==> config.mk <==
export PLATFORM = sky130hd
export DESIGN_NAME = ir_transceiver
export DESIGN_NICKNAME = d
export VERILOG_FILES = /design/src/ir_pkg.sv /design/src/ir_transceiver.sv
export SDC_FILE = /design/constraint.sdc
export NUM_CORES = 1
export LEC_CHECK = 0
export BUFFER_PORTS_ARGS = -buffer_cell sky130_fd_sc_hd__buf_4
export CORE_UTILIZATION = 30
export DETAILED_ROUTE_END_ITERATION = 12
export GPL_TIMING_DRIVEN = 1
export PLACE_DENSITY_LB_ADDON = 0.3
export RECOVER_POWER = 50
export SLEW_MARGIN = 20
export SYNTH_ARGS = -nofsm -noshare
export SYNTH_HDL_FRONTEND = slang
export SYNTH_SLANG_ARGS = --single-unit
==> constraint.sdc <==
create_clock -name sys_clk_i -period 17.1 [get_ports sys_clk_i]
set_clock_uncertainty 0.05 [all_clocks]
set_input_delay 3.42 -clock sys_clk_i [delete_from_list [all_inputs] [get_ports sys_clk_i]]
set_output_delay 3.42 -clock sys_clk_i [all_outputs]
set_load 0.01 [all_outputs]
==> src/ir_pkg.sv <==
// package: register map, field layout and types for the infrared transceiver
package ir_pkg;
  localparam int FIFO_DEPTH = 8;
  localparam int CNT_W      = 4;

  // register offsets (byte addresses)
  localparam logic [7:0] REG_TX_FIFO   = 8'h00;
  localparam logic [7:0] REG_RX_FIFO   = 8'h04;
  localparam logic [7:0] REG_CTRL      = 8'h08;
  localparam logic [7:0] REG_CARRIER   = 8'h0C;
  localparam logic [7:0] REG_SAMPLE    = 8'h10;
  localparam logic [7:0] REG_COMP      = 8'h14;
  localparam logic [7:0] REG_THRESH    = 8'h18;
  localparam logic [7:0] REG_CNT_LIMIT = 8'h1C;
  localparam logic [7:0] REG_IRQ_EN    = 8'h20;
  localparam logic [7:0] REG_IRQ_MASK  = 8'h24;
  localparam logic [7:0] REG_IRQ_RAW   = 8'h28;
  localparam logic [7:0] REG_IRQ_CLR   = 8'h2C;
  localparam logic [7:0] REG_STATUS    = 8'h30;
  localparam logic [7:0] REG_COMMAND   = 8'h34;

  // control register bits
  localparam int CTRL_TX_EN   = 0;
  localparam int CTRL_RX_EN   = 1;
  localparam int CTRL_MODE_RX = 2;
  localparam int CTRL_MANUAL  = 3;
  localparam int CTRL_CNT_HI  = 4;
  // command register bits (self clearing)
  localparam int CMD_TX_FLUSH = 0;
  localparam int CMD_RX_FLUSH = 1;
  localparam int CMD_RX_START = 2;

  // symbol word fields
  localparam int TX_TYPE_BIT  = 31;
  localparam int TX_LAST_BIT  = 30;
  localparam int TX_COMP_HI   = 29;
  localparam int TX_COMP_LO   = 28;
  localparam int TX_CNT_W     = 28;
  localparam int RX_LEVEL_BIT = 31;
  localparam int RX_CNT_W     = 31;
  localparam int LIMIT_W      = 27;
  localparam logic [1:0] COMP_AUX = 2'h3;

  // interrupt source positions
  localparam int IRQ_N          = 9;
  localparam int IRQ_TX_EMPTY   = 0;
  localparam int IRQ_TX_LEVEL   = 1;
  localparam int IRQ_TX_OVER    = 2;
  localparam int IRQ_RX_FULL    = 3;
  localparam int IRQ_RX_LEVEL   = 4;
  localparam int IRQ_RX_CNT_OF  = 5;
  localparam int IRQ_RX_OVER    = 6;
  localparam int IRQ_RX_CNT_THR = 7;
  localparam int IRQ_RX_ERR     = 8;

  localparam logic [15:0] DIV_RESET  = 16'h0010;
  localparam logic [15:0] HIGH_RESET = 16'h0008;

  typedef struct packed {
    logic [7:0]  addr;
    logic [31:0] wdata;
    logic        wr;
    logic        rd;
  } bus_req_t;

  typedef enum logic [1:0] {
    TX_IDLE = 2'b00,
    TX_LOAD = 2'b01,
    TX_RUN  = 2'b10
  } tx_state_t;
endpackage : ir_pkg

==> src/ir_transceiver.sv <==
// infrared transceiver: carrier modulator, level capture, register port
//
// Our own choices: strobed register access and the placing of the registers.
`timescale 1ns/1ps
// Functional notes
// tx word bit 31 selects carrier on
// tx bit 30 ends the transmission
// tx low 28 bits count carrier periods
// carrier made in hardware, steady when off
// rx timing each level pushes one word
// rx bit 31: zero high, one low
// rx low 31 bits count sample ticks
// tx level irq when count <= threshold
// rx level irq when count > threshold
// selected level duration reaching limit raises irq
// duration limit uses full 27-bit field
// reading empty rx fifo raises error
// nine interrupt sources, each enabled
// separate mask; raw and mask readable
// per-bit write-one clear of pending bits
// engine running/idle status readable
// tx/rx mode select with enables
// tx free entries readable
// rx entry count readable
// manual rx waits for start command
// compensation method 3 times idle on aux clock
// programmable carrier and sample dividers
// independent tx and rx flush
module ir_transceiver
  import ir_pkg::*;
(
  // clock and reset
  input  wire logic        sys_clk_i,
  input  wire logic        srst_i,
  // register port
  input  wire logic [7:0]  addr_i,
  input  wire logic [31:0] wdata_i,
  input  wire logic        wr_i,
  input  wire logic        rd_i,
  output logic      [31:0] rdata_o,
  // infrared pins
  input  wire logic        infrared_input_pin_i,
  output logic             infrared_output_pin_o,
  // interrupt line
  output logic             irq_o
);
  // bus request bundled for the decode helper;
  // strobes are one cycle, so no request is ever held
  // over from one access to the next
  bus_req_t req;
  assign req = '{addr: addr_i, wdata: wdata_i, wr: wr_i, rd: rd_i};

  // write and read strobes never rise together; the helper
  // still looks only at the strobe that the caller asks for
  // shared helper: is the bus strobing this register
  function automatic logic hit(input bus_req_t r, input logic [7:0] a, input logic w);
    hit = (w ? r.wr : r.rd) && (r.addr == a);
  endfunction : hit

  // software-visible configuration and interrupt state;
  // dividers reset to a slow carrier so a stray enable
  // before setup cannot drive a fast waveform
  logic [4:0]         ctrl_q;
  logic [15:0]        car_div_q, car_high_q, smp_div_q, comp_div_q;
  logic [CNT_W-1:0]   tx_thr_q, rx_thr_q;
  logic [LIMIT_W-1:0] limit_q;
  logic [IRQ_N-1:0]   irq_en_q, irq_mask_q, irq_raw_q, irq_set;
  logic               start_q;

  // flush command bits act only in the cycle of the write;
  // nothing is stored, so a flush cannot repeat itself
  // tx runs only in tx mode and rx only in rx mode
  wire tx_flush = hit(req, REG_COMMAND, 1'b1) && wdata_i[CMD_TX_FLUSH];
  wire rx_flush = hit(req, REG_COMMAND, 1'b1) && wdata_i[CMD_RX_FLUSH];
  wire tx_on = ctrl_q[CTRL_TX_EN] && !ctrl_q[CTRL_MODE_RX];
  wire rx_on = ctrl_q[CTRL_RX_EN] && ctrl_q[CTRL_MODE_RX];

  // configuration registers
  // unmapped and read-only offsets fall through to the
  // default branch, so writes there are simply dropped
  always_ff @(posedge sys_clk_i) begin
    if (srst_i) begin
      ctrl_q     <= '0;
      car_div_q  <= DIV_RESET;
      car_high_q <= HIGH_RESET;
      smp_div_q  <= DIV_RESET;
      comp_div_q <= DIV_RESET;
      tx_thr_q   <= '0;
      rx_thr_q   <= '0;
      limit_q    <= '0;
      irq_en_q   <= '0;
      irq_mask_q <= '0;
    end else if (req.wr) begin
      case (req.addr)
        REG_CTRL:      ctrl_q     <= wdata_i[4:0];
        REG_CARRIER: begin
          car_div_q  <= wdata_i[15:0];
          car_high_q <= wdata_i[31:16];
        end
        REG_SAMPLE:    smp_div_q  <= wdata_i[15:0];
        REG_COMP:      comp_div_q <= wdata_i[15:0];
        REG_THRESH: begin
          tx_thr_q <= wdata_i[CNT_W-1:0];
          rx_thr_q <= wdata_i[8+CNT_W-1:8];
        end
        REG_CNT_LIMIT: limit_q    <= wdata_i[LIMIT_W-1:0];
        REG_IRQ_EN:    irq_en_q   <= wdata_i[IRQ_N-1:0];
        REG_IRQ_MASK:  irq_mask_q <= wdata_i[IRQ_N-1:0];
        default: ;
      endcase
    end
  end

  // manual start latch, dropped when receive is switched off
  // a start written while receive is off is lost on purpose:
  // software must enable first, then trigger
  always_ff @(posedge sys_clk_i) begin
    if (srst_i || !rx_on) begin
      start_q <= 1'b0;
    end else if (hit(req, REG_COMMAND, 1'b1) && wdata_i[CMD_RX_START]) begin
      start_q <= 1'b1;
    end
  end

  // transmit fifo
  // eight flop entries; pointers wrap naturally at three bits
  // and the count carries one extra bit to tell full from empty
  // a write while full is dropped and flagged as overflow
  logic [31:0]      tx_mem [FIFO_DEPTH];
  logic [2:0]       tx_wp_q, tx_rp_q;
  logic [CNT_W-1:0] tx_cnt_q;
  logic             tx_pop;
  wire tx_push = hit(req, REG_TX_FIFO, 1'b1) && (tx_cnt_q != CNT_W'(FIFO_DEPTH));

  always_ff @(posedge sys_clk_i) begin
    if (tx_push) begin
      tx_mem[tx_wp_q] <= wdata_i;
    end
  end

  always_ff @(posedge sys_clk_i) begin
    if (srst_i || tx_flush) begin
      tx_wp_q  <= '0;
      tx_rp_q  <= '0;
      tx_cnt_q <= '0;
    end else begin
      tx_wp_q  <= tx_wp_q + 3'(tx_push);
      tx_rp_q  <= tx_rp_q + 3'(tx_pop);
      tx_cnt_q <= tx_cnt_q + CNT_W'(tx_push) - CNT_W'(tx_pop);
    end
  end

  // carrier and compensation dividers
  // both phases restart when tx is switched off, so the first
  // symbol after enabling always meets a whole carrier period
  // a divider of one leaves the phase at zero (zero gives 65536 cycles): the carrier
  // then wraps every cycle and the high part may cover it fully
  logic [15:0] car_ph_q, comp_ph_q;
  wire car_wrap  = (car_ph_q >= car_div_q - 16'h0001);
  wire comp_wrap = (comp_ph_q >= comp_div_q - 16'h0001);
  always_ff @(posedge sys_clk_i) begin
    if (srst_i || !tx_on) begin
      car_ph_q  <= '0;
      comp_ph_q <= '0;
    end else begin
      car_ph_q  <= car_wrap ? '0 : car_ph_q + 16'h0001;
      comp_ph_q <= comp_wrap ? '0 : comp_ph_q + 16'h0001;
    end
  end

  // transmit engine
  // a symbol ends on its own tick; the next one is taken only
  // on a carrier wrap, so every carrier symbol opens with a
  // full high part; after an idle symbol timed on the
  // compensation clock the engine waits in the load state
  // for that wrap, which can add up to one carrier period
  // a count of zero ends in its first run cycle, which for a carrier symbol still drives one cycle of high part
  tx_state_t         tx_st_q;
  logic [31:0]       sym_q;
  logic [TX_CNT_W-1:0] sym_cnt_q;
  wire use_aux  = !sym_q[TX_TYPE_BIT] && (sym_q[TX_COMP_HI:TX_COMP_LO] == COMP_AUX);
  wire sym_tick = use_aux ? comp_wrap : car_wrap;
  wire sym_end  = (tx_st_q == TX_RUN)
                  && (sym_cnt_q == '0 || (sym_tick && sym_cnt_q == TX_CNT_W'(1)));
  assign tx_pop = tx_on && (tx_cnt_q != '0) && !tx_flush && car_wrap
                  && (tx_st_q != TX_RUN || (sym_end && !sym_q[TX_LAST_BIT]));

  // symbol sequencing; a symbol starts on a carrier period edge
  always_ff @(posedge sys_clk_i) begin
    if (srst_i || !tx_on) begin
      tx_st_q   <= TX_IDLE;
      sym_q     <= '0;
      sym_cnt_q <= '0;
    end else begin
      case (tx_st_q)
        TX_IDLE, TX_LOAD: begin
          if (tx_pop) begin
            sym_q     <= tx_mem[tx_rp_q];
            sym_cnt_q <= tx_mem[tx_rp_q][TX_CNT_W-1:0];
            tx_st_q   <= TX_RUN;
          end else if (tx_st_q == TX_LOAD && tx_cnt_q == '0) begin
            tx_st_q   <= TX_IDLE; // underrun: wait for more symbols
          end
        end
        TX_RUN: begin
          if (tx_pop) begin
            sym_q     <= tx_mem[tx_rp_q];
            sym_cnt_q <= tx_mem[tx_rp_q][TX_CNT_W-1:0];
          end else if (sym_end) begin
            tx_st_q <= sym_q[TX_LAST_BIT] ? TX_IDLE : TX_LOAD;
          end else if (sym_tick) begin
            sym_cnt_q <= sym_cnt_q - TX_CNT_W'(1);
          end
        end
        default: tx_st_q <= TX_IDLE;
      endcase
    end
  end

  // pin driven from a flop; carrier high part then low part of each period
  // the pin lags the state by one cycle, which every symbol
  // shares, so the symbol lengths on the pin are unchanged
  always_ff @(posedge sys_clk_i) begin
    if (srst_i) begin
      infrared_output_pin_o <= 1'b0;
    end else begin
      infrared_output_pin_o <= (tx_st_q == TX_RUN) && sym_q[TX_TYPE_BIT]
                               && (car_ph_q < car_high_q);
    end
  end

  // receive capture
  // the first sample after enabling only seeds the level;
  // it is not an edge, so no word of zero duration is queued
  // a level longer than the counter reaches saturates and
  // raises the counter overflow source once per sample
  logic [15:0]         smp_ph_q;
  logic [RX_CNT_W-1:0] lvl_cnt_q;
  logic                lvl_q, rx_run_q, cnt_of;
  wire smp_tick = (smp_ph_q >= smp_div_q - 16'h0001);
  wire rx_go    = rx_on && (!ctrl_q[CTRL_MANUAL] || start_q);
  wire edge_seen = rx_run_q && smp_tick && (infrared_input_pin_i != lvl_q);
  assign cnt_of = rx_run_q && smp_tick && !edge_seen && (&lvl_cnt_q);

  always_ff @(posedge sys_clk_i) begin
    if (srst_i || !rx_go) begin
      smp_ph_q  <= '0;
      lvl_cnt_q <= '0;
      lvl_q     <= 1'b0;
      rx_run_q  <= 1'b0;
    end else begin
      smp_ph_q <= smp_tick ? '0 : smp_ph_q + 16'h0001;
      if (smp_tick) begin
        if (!rx_run_q || edge_seen) begin
          rx_run_q  <= 1'b1;
          lvl_q     <= infrared_input_pin_i;
          lvl_cnt_q <= RX_CNT_W'(1);
        end else if (!(&lvl_cnt_q)) begin
          lvl_cnt_q <= lvl_cnt_q + RX_CNT_W'(1); // saturates
        end
      end
    end
  end

  // receive fifo
  // a level that ends while the fifo is full is lost and
  // flagged as overflow; reading an empty fifo returns zero
  logic [31:0]      rx_mem [FIFO_DEPTH];
  logic [2:0]       rx_wp_q, rx_rp_q;
  logic [CNT_W-1:0] rx_cnt_q;
  wire rx_full  = (rx_cnt_q == CNT_W'(FIFO_DEPTH));
  wire rx_push  = edge_seen && !rx_full;
  wire rx_read  = hit(req, REG_RX_FIFO, 1'b0);
  wire rx_pop   = rx_read && (rx_cnt_q != '0);

  always_ff @(posedge sys_clk_i) begin
    if (rx_push) begin
      rx_mem[rx_wp_q] <= {~lvl_q, lvl_cnt_q};
    end
  end

  always_ff @(posedge sys_clk_i) begin
    if (srst_i || rx_flush) begin
      rx_wp_q  <= '0;
      rx_rp_q  <= '0;
      rx_cnt_q <= '0;
    end else begin
      rx_wp_q  <= rx_wp_q + 3'(rx_push);
      rx_rp_q  <= rx_rp_q + 3'(rx_pop);
      rx_cnt_q <= rx_cnt_q + CNT_W'(rx_push) - CNT_W'(rx_pop);
    end
  end

  // interrupts
  // level sources keep setting their pending bit while true,
  // so clearing one whose condition still holds has no effect
  wire lvl_sel  = ctrl_q[CTRL_CNT_HI] ? lvl_q : !lvl_q;
  always_comb begin
    irq_set                 = '0;
    irq_set[IRQ_TX_EMPTY]   = tx_cnt_q == '0;
    irq_set[IRQ_TX_LEVEL]   = tx_cnt_q <= tx_thr_q;
    irq_set[IRQ_TX_OVER]    = hit(req, REG_TX_FIFO, 1'b1) && !tx_push;
    irq_set[IRQ_RX_FULL]    = rx_full;
    irq_set[IRQ_RX_LEVEL]   = rx_cnt_q > rx_thr_q;
    irq_set[IRQ_RX_CNT_OF]  = cnt_of;
    irq_set[IRQ_RX_OVER]    = edge_seen && rx_full;
    irq_set[IRQ_RX_CNT_THR] = rx_run_q && lvl_sel
                              && (lvl_cnt_q >= RX_CNT_W'(limit_q));
    irq_set[IRQ_RX_ERR]     = rx_read && (rx_cnt_q == '0);
  end

  // pending bits: set wins over a same-cycle clear
  always_ff @(posedge sys_clk_i) begin
    if (srst_i) begin
      irq_raw_q <= '0;
    end else begin
      irq_raw_q <= (irq_raw_q & ~(hit(req, REG_IRQ_CLR, 1'b1) ? wdata_i[IRQ_N-1:0] : '0))
                   | (irq_set & irq_en_q);
    end
  end
  assign irq_o = |(irq_raw_q & ~irq_mask_q);

  // read data, one cycle after the strobe
  // data are zero outside the answer cycle so that the read
  // port can be or-ed with other slaves without a mux
  always_ff @(posedge sys_clk_i) begin
    if (srst_i || !req.rd) begin
      rdata_o <= '0;
    end else begin
      case (req.addr)
        REG_RX_FIFO:   rdata_o <= rx_pop ? rx_mem[rx_rp_q] : '0;
        REG_CTRL:      rdata_o <= 32'(ctrl_q);
        REG_CARRIER:   rdata_o <= {car_high_q, car_div_q};
        REG_SAMPLE:    rdata_o <= 32'(smp_div_q);
        REG_COMP:      rdata_o <= 32'(comp_div_q);
        REG_THRESH:    rdata_o <= {20'h00000, rx_thr_q, 4'h0, tx_thr_q};
        REG_CNT_LIMIT: rdata_o <= 32'(limit_q);
        REG_IRQ_EN:    rdata_o <= 32'(irq_en_q);
        REG_IRQ_MASK:  rdata_o <= 32'(irq_mask_q);
        REG_IRQ_RAW:   rdata_o <= 32'(irq_raw_q);
        REG_STATUS:    rdata_o <= {15'h0000, (tx_st_q != TX_IDLE) || rx_run_q,
                                   4'h0, rx_cnt_q,
                                   4'h0, CNT_W'(FIFO_DEPTH) - tx_cnt_q};
        default:       rdata_o <= '0;
      endcase
    end
  end
endmodule : ir_transceiver

======== Word-level counts from Yosys, hierarchy flattened ========
Memory sizes are Yosys's and may differ from the RTL's. A register that Yosys moved wholly into a read port is not among the register bits.
Index checks and enable logic that the tools add are counted.
word-level totals
  register bits after elaboration ......... 328
  bits in writable memories ............... 512
  input port bits ......................... 45
  output and inout port bits .............. 34
  logic and storage cells ................. 201
  memories kept ........................... 2
cells by class
  add/sub/neg operators ................... 17
  $lt $le $gt $ge ......................... 7
  eq/ne operators ......................... 28
  mux-type cells .......................... 24
  bitwise operators ....................... 7
  reduce and logical (&&, ||, !) cells .... 87
memory list
  name    depth  width  rd ports  clocked after Yosys merged registers in  wr ports  RTL line               source
  rx_mem  8      32     1         1                                        1         ir_transceiver.sv:268  logic [31:0] rx_mem [FIFO_DEPTH];
  tx_mem  8      32     1         1                                        1         ir_transceiver.sv:129  logic [31:0] tx_mem [FIFO_DEPTH];
operator list
  operator                 number
  $pmux W32 S11            1
  $mux W28                 4
  $mux W31                 2
  $pmux W28 S2             1
  $add A16 B1 Y16 const B  3
  $eq A8 B6 Y1 const B     6
  $ge A16 B16 Y1           3
  $sub A16 B1 Y16 const B  3
  $logic_and A1 B1 Y1      33
  $eq A8 B5 Y1 const B     4
  $mux W32                 1
  $add A31 B1 Y31 const B  1
  $ge A31 B27 Y1           1
  $reduce_and A31 Y1       1
  $eq A28 B1 Y1 const B    1
  $logic_not A28 Y1        1
  $sub A28 B1 Y28 const B  1
  $and A9 B9 Y9            3
  $reduce_and A2 Y1        11
  $not A9 Y9               2
  $eq A8 B4 Y1 const B     2
  $lt A16 B16 Y1           1
  $logic_not A1 Y1         14
  $add A3 B1 Y3            4
  32 further kinds         66

======== Longest topological paths before layout ========
Gate-level depths: netlist (run 1).
  word-level depth ........................ 11
  mapped depth ............................ 24
  mapped depth without buffers ............ 24

======== Worst setup path before layout (run 1) ========
OpenSTA, ideal clock, no wires.
  path kind ............................... input -> register
  from .................................... input port infrared_input_pin_i
  to ...................................... memory rx_mem[2][0] (enable)
  setup time .............................. 0.513 ns
  arrival time ............................ 7.285 ns
  data required time ...................... 16.537 ns
  path slack .............................. 9.252 ns
  stages on the path ...................... 4
  path buffers ............................ 0
  cells stage by stage .................... xnor2_1 -> and3b_1 -> nand2_1 -> nor4b_1
on the way
  word-level cells in the longest chain between the ends .. 5
RTL lines
  element                        RTL line               source
  start, declared                ir_transceiver.sv:42   input wire logic infrared_input_pin_i,
  $ne A1 B1 Y1                   ir_transceiver.sv:242  wire edge_seen = rx_run_q && smp_tick && (infrared_input_pin_i != lvl_q);
  $logic_and A1 B1 Y1            ir_transceiver.sv:242
  $logic_and A1 B1 Y1            ir_transceiver.sv:272  wire rx_push = edge_seen && !rx_full;
  $mux W1                        ir_transceiver.sv:277  if (rx_push) begin
  $mux W1 (not written as such)  ir_transceiver.sv:278  rx_mem[rx_wp_q] <= {~lvl_q, lvl_cnt_q};
  end, declared                  ir_transceiver.sv:268
Every way passes these cells.

==> results.md, run 1 <==
* Via count at 22580
* Placed cell count at 4282
* Final Cycle Share at 50.66%
* Maxcap violations at 5
* Iteration-0 DRC Markers at 2130
* Placed Area at 0.03788 mm²
* Layout cells sized above 1 at 14.11%
* Post-synthesis async set-or-reset flop share at 0%
* Fmax at 115.4 MHz
* Slew Limit Fails at 223
* Most used DFF post-synth: edfxtp_1
* First-pass GRT wire length at 143.9 mm
* Status: complete, but fails checks
* Congestion Overflow GR at 0
* CTS Sinks at 812
* CTS Buffer Depth at 3
* Post-DP HPWL at 63.54 mm
* Most common cell after layout, fill and taps aside: edfxtp_1
* Clock transition at path regs at 0.06 ns
* Fin util at 34.72%
* Vias in the first global route at 21886
* Post-synthesis cell area at 0.03546 mm²
* IO Port Bufs at 78
* Final net count at 3024
* Num rows at 125
* Syn Nets at 2939
* Critical path class: in2reg
* Pre-Repair DR Iteration Count at 9
* Reg2reg path depth at 14
* TritonCTS Buffers at 88
* Share of the synthesized area in the top cell type at 43.36%
* Routed length per instance at 21.72 µm
* Post-Layout Cell Count at 4445
* Final Hold Viols at 0
* CP max FO at 74
* Syn-to-layout area delta at 14.26%
* Syn Area/Cell at 12.83 µm²
* Resized cells post-CTS at 0
* Starting Density at 30.39%
* Crit path required time at 17.54 ns
* Synth unique cells at 86
* Type of the worst min-delay path: reg2reg
* Arrival @ worst endpoint at 9.11 ns
* Total wire length at 96.53 mm
* Clk_lat worst skew at 0.64 ns
* Finished Cell Area at 0.04051 mm²
* GP Congestion at 0.8883
* Antenna violations before repair at 3
* Register area share after synthesis at 60.30%
* CTS H-tree depth at 3
* Pwr/cell area at 99.85 mW/mm²
* Largest net degree at the start of global routing at 75
* Most frequent cells in the layout: 512 x edfxtp_1, 323 x nand2_1, 294 x dfxtp_1
* Core Area at 0.1167 mm²
* Hold-fix buffers at CTS at 0
* Synth warn at 0
* Finish-stage setup viols at 0
* Vias per inst at 5.080
* Synth area leader: edfxtp_1
* Max_slew headroom at -137.8%
* CTS tree: built
* Max VDD drop at 57.18 µV
* GRT Overall Usage at 15.87%
* Flop2flop setup slack at 10.41 ns
* Reg2reg start: smp_div_q[2]
* Die X at 345.8 µm
* Hold_sp: irq_mask_q[0]
* Critical path launch point: srst_i
* Min-Delay Path Depth at 2
* Synthesis-stage register bit count at 812
* Fin crit period at 8.663 ns
* Clk root buf: clkbuf_16
* Hold EP: irq_mask_q[0]
* RSZ-0062 raised after global routing: no
* Startpoint Class: input pin
* Failing checks: capacitance limit, slew limit
* Mapped Cells at 2763
* Remaining antenna violation count at 0
* Setup TNS at 0 ns
* Overall Power at 4.045 mW
* Die area at 0.1196 mm²
* Num ports at 79
* Crit end category: flip-flop
* Top post-synthesis cells by area: edfxtp_1 43%, dfxtp_1 17%, mux4_2 8.1%, ha_1 4.6%, nand2_1 3.4%
* Worst-Margin Slew at 3.567 ns
* Leakage at 13.56 nW
* Die Ht at 345.8 µm
* Post CTS Setup Buffer Count at 0
* Drt drc at 0
* EDFF count, synth at 512
* RR Endpoint: rx_mem[6][29]
==> sequential cells by signal (all words and copies together) (netlist names), 5 cells and up <==
signal and cells:
smp_ph_q 16, lvl_cnt_q 31, comp_div_q 16, irq_en_q 9, sym_cnt_q 28, irq_raw_q 9, car_ph_q 16, rx_mem 256
smp_div_q 16, irq_mask_q 9, ctrl_q 5, car_high_q 16, rdata_o 32, tx_mem 256, car_div_q 16, limit_q 27
comp_ph_q 16
==> synth_stat cells, drive strengths merged (19+ instances only) <==
master / n
ha: 129
a21oi: 194
o21ai: 51
nor4: 19
nand4: 32
xor2: 43
nor2: 202
nand3: 92
inv: 101
nand2: 326
a21o: 20
a22oi: 30
mux2i: 39
a222oi: 28
dfxtp: 300
edfxtp: 512
xnor2: 70
mux4: 128
mux2: 48
clkbuf: 92
buf: 31
nor3: 44
==> cell type report <==
cell class,count,area (µm²)
Multi-Input combinational cell,1727,13290
Clock buffer,118,2454
Antenna cell,1,2.502
Inverter,101,379.1
Tap cell,1524,1907
Sequential cell,812,21390
Timing Repair Buffer,118,615.6
Clock inverter,44,470.5
Fill cell,11369,76160
==> cell families after synthesis <==
| group | after synthesis | synth area share (%) |
|---|---|---|
| buffers and inverters | 224 | 2.548 |
| adder cells (fa/ha/maj) | 131 | 4.665 |
| AO/OA/AOI/OAI | 425 | 7.739 |
| AND/OR/NAND/NOR | 843 | 11.20 |
| multiplexers | 215 | 10.76 |
| flip-flops | 812 | 60.30 |
| XOR/XNOR | 113 | 2.791 |
==> power breakdown <==
| group | internal [mW] | leakage, nW | switching, mW | total [mW] |
|---|---|---|---|---|
| combinational | 0.00652 | 4.53 | 0.0356 | 0.0421 |
| sequential | 2.07 | 7.61 | 0.000561 | 2.07 |
| clock | 1.14 | 1.42 | 0.789 | 1.93 |
| total | 3.22 | 13.6 | 0.825 | 4.04 |
==> per-layer routing <==
layer / global-route usage [%] / share of wire, %
met1: 22.14 / 46
met5: 0 / 0.034
met4: 4.245 / 2.1
met3: 3.308 / 6.7
met2: 24.88 / 46
==> per-stage QoR <==
stage | setup slack (ns) | hold slack (ns)
floorplan | 9.252 | 0.3867
global placement | 10.35 | 0.4038
detailed placement | 10.35 | 0.4077
CTS | 10.99 | 0.4149
global route | 8.102 | 0.4360
finish | 8.437 | 0.4184
==> worst max-delay path by stage <==
| stage | to | slack, ns | depth (start not counted) |
|---|---|---|---|
| 3_3_place_gp | rx_cnt_q[2] | 10.35 | 13 |
| 2_1_floorplan | rx_mem[2][0] | 9.25 | 4 |
| 4_1_cts | rx_cnt_q[2] | 10.99 | 13 |
| 6_report | infrared_output_pin_o | 8.44 | 6 |
| 3_5_place_dp | rx_cnt_q[2] | 10.35 | 13 |
| 5_1_grt | infrared_output_pin_o | 8.10 | 6 |
==> worst max-delay path, cell delays in order <==
cell	delay (ns)
clkbuf_1	0.29
clkbuf_1	2.54
clkbuf_1	2.20
nor4b_1	0.26
o211ai_1	0.23
a21oi_1	0.09
No activity file was read; power rests on OpenSTA's default activity.
==> run 2: changes to the inputs <==
clock period = 7.5 ns   (was 17.1 ns; I/O delays follow)
==> results.md, run 2 (synthesized netlist as in run 1, its figures left out) <==
* Critical path class: in2reg
* Vias per inst at 5.064 (-0.30%)
* Status: complete, but fails checks
* Slew Limit Fails at 279 (+25%)
* Routed length per instance at 21.64 µm (-0.35%)
* Final worst slack at 1.553 ns (-6.884 ns)
* Max VDD drop at 174.6 µV (+210%)
* Arrival @ worst endpoint at 6.40 ns (-2.71 ns)
* Pwr/cell area at 228.0 mW/mm² (+130%)
* Remaining antenna violation count at 0 (unchanged)
* GRT Overall Usage at 15.90% (+0.026 points)
* Placed cell count at 4284 (+0.047%)
* Core Area at 0.1167 mm² (unchanged)
* Type of the worst min-delay path: reg2reg
* Pint at 7.315 mW (+130%)
* Comb pwr share at 1.0% (about the same)
* IO Port Bufs at 78 (unchanged)
* First-pass GRT wire length at 143.9 mm (about the same)
* Fillers at 11410 (+0.36%)
* Die area at 0.1196 mm² (unchanged)
* Fin crit period at 5.947 ns
* Crit path required time at 7.95 ns (-9.59 ns)
* CP max FO at 73 (-1.4%)
* Most common cell after layout, fill and taps aside: edfxtp_1
* Psw at 1.957 mW (+140%)
* Vias in the first global route at 22328 (+2.0%)
* Clk_lat worst skew at 0.68 ns (+0.04 ns)
* Syn-to-layout area delta at 14.66%
* Switching share of power at 21.10% (+0.71 points)
* Post-Layout Cell Count at 4455 (+0.22%)
* Fmax at 168.1 MHz
* Clk root buf: clkbuf_16
* Critical path, cell by cell: clkbuf_2, clkbuf_1, nor3b_2, buf_4, nand2_1, nor2_1
* GP Congestion at 0.8634 (-2.8%)
* Total wire length at 96.41 mm (-0.13%)
* Post-DP HPWL at 63.22 mm (-0.51%)
* Most frequent cells in the layout: 512 x edfxtp_1, 322 x nand2_1, 294 x dfxtp_1
* Starting Density at 30.39% (unchanged)
* Congestion Overflow GR at 0 (unchanged)
* CTS H-tree depth at 3 (unchanged)
* Max_slew headroom at -130.2% (+7.6 points)
* Die X at 345.8 µm (unchanged)
* CTS Sinks at 812 (unchanged)
* Iteration-0 DRC Markers at 1971 (-7.5%)
* Biggest regs: rx_mem (256), tx_mem (256), rdata_o (32)
* Drt drc at 0 (unchanged)
* Antenna violations before repair at 4 (+1)
* Largest net degree at the start of global routing at 74 (-1.3%)
* Crit end category: flip-flop
* Sequential Power Share at 50.9% (-0.3 points)
* Finish-stage setup viols at 0 (unchanged)
* Clock network fraction of design power at 48.1% (+0.3 points)
* Maxcap violations at 6 (+1)
* RSZ-0062 raised after global routing: no
* CP max stage delay at 2.50 ns (-0.04 ns)
* Post CTS Setup Buffer Count at 0 (unchanged)
* WP buf/inv at 3 (unchanged)
* TritonCTS Buffers at 90 (+2.3%)
* Layout cells sized above 1 at 14.44% (+0.33 points)
* Setup TNS at 0 ns (unchanged)
* Leakage at 13.64 nW (+0.59%)
* Via count at 22562 (-0.080%)
* Hold-fix buffers at CTS at 0 (unchanged)
* Pre-CTS setup slack at 2.282 ns (-8.063 ns)
* Pre-Repair DR Iteration Count at 6 (-3)
* Clock transition at path regs at 0.06 ns (about the same)
* Die Ht at 345.8 µm (unchanged)
* Final Cycle Share at 79.30%
* CTS tree: built
* Startpoint Class: input pin
* CTS Buffer Depth at 3 (unchanged)
* Final Hold Viols at 0 (unchanged)
* CP top delay family: buffers and inverters
* Failing checks: capacitance limit, slew limit
* Final net count at 3028 (+0.13%)
* Resized cells post-CTS at 0 (unchanged)
* Num ports at 79 (unchanged)
* Slowest CP cell: clkbuf_1
* Worst-Margin Slew at 3.454 ns (-0.1136 ns)
* Num rows at 125 (unchanged)
[run 2: final cells by class]
class	count	area, µm²	share of cell area, %
inverter	101	379.1	0.9325
sequential	812	21390	52.62
multi-input combinational	1727	13310	32.74
antenna	2	5.005	0.01231
timing repair buffer	120	670.6	1.650
clock buffer	119	2474	6.085
clock inverter	50	516.7	1.271
tap	1524	1907	4.690
[run 2: power groups by stage]
stage | Sequential, mW | Clock (mW) | Combinational (mW)
2_1_floorplan | 4.81 | 0 | 0.0297
5_1_grt | 4.72 | 4.72 | 0.102
6_report | 4.72 | 4.46 | 0.0958
4_1_cts | 4.72 | 4.56 | 0.103
3_3_place_gp | 4.81 | 0 | 0.103
3_5_place_dp | 4.81 | 0 | 0.103
[run 2: path summary, 6_finish.rpt]
check | startpoint | endpoint | slack, ns | cells after the start
hold reg to reg | sym_cnt_q[22] | sym_cnt_q[22] | 0.42 | 2
setup / recovery | srst_i | comp_ph_q[3] | 1.55 | 6
hold / removal | sym_cnt_q[22] | sym_cnt_q[22] | 0.42 | 2
setup reg to reg | comp_div_q[2] | tx_cnt_q[2] | 2.33 | 20
[run 2: through the flow]
stage / util [%] / cell area [µm²] / hold WS, ns / power [mW]
2_1_floorplan: - / 35460 / 0.3867 / 4.844
6_report: 34.84 / 40650 / 0.4180 / 9.271
5_1_grt: 34.84 / 40650 / 0.4342 / 9.537
4_1_cts: 35.06 / 40910 / 0.4173 / 9.384
3_3_place_gp: 32.46 / 37880 / 0.4048 / 4.916
3_5_place_dp: 32.50 / 37920 / 0.4073 / 4.916
[run 2: worst min-delay path: stages (launching register included)]
cell,delay [ns]
dfxtp_1,0.30
nand2_1,0.05
o22ai_1,0.06
[run 2: metal layers]
layer | track usage (%) | vias to the layer above | part of all wire (%) | routed length, µm
met5 | 0 | - | 0.058 | 56
met4 | 4.299 | 8 | 1.9 | 1869
met3 | 2.996 | 128 | 6.1 | 5908
met2 | 25.37 | 652 | 46 | 44300
met1 | 22.00 | 11242 | 46 | 44270
li1 | - | 10532 | - | -
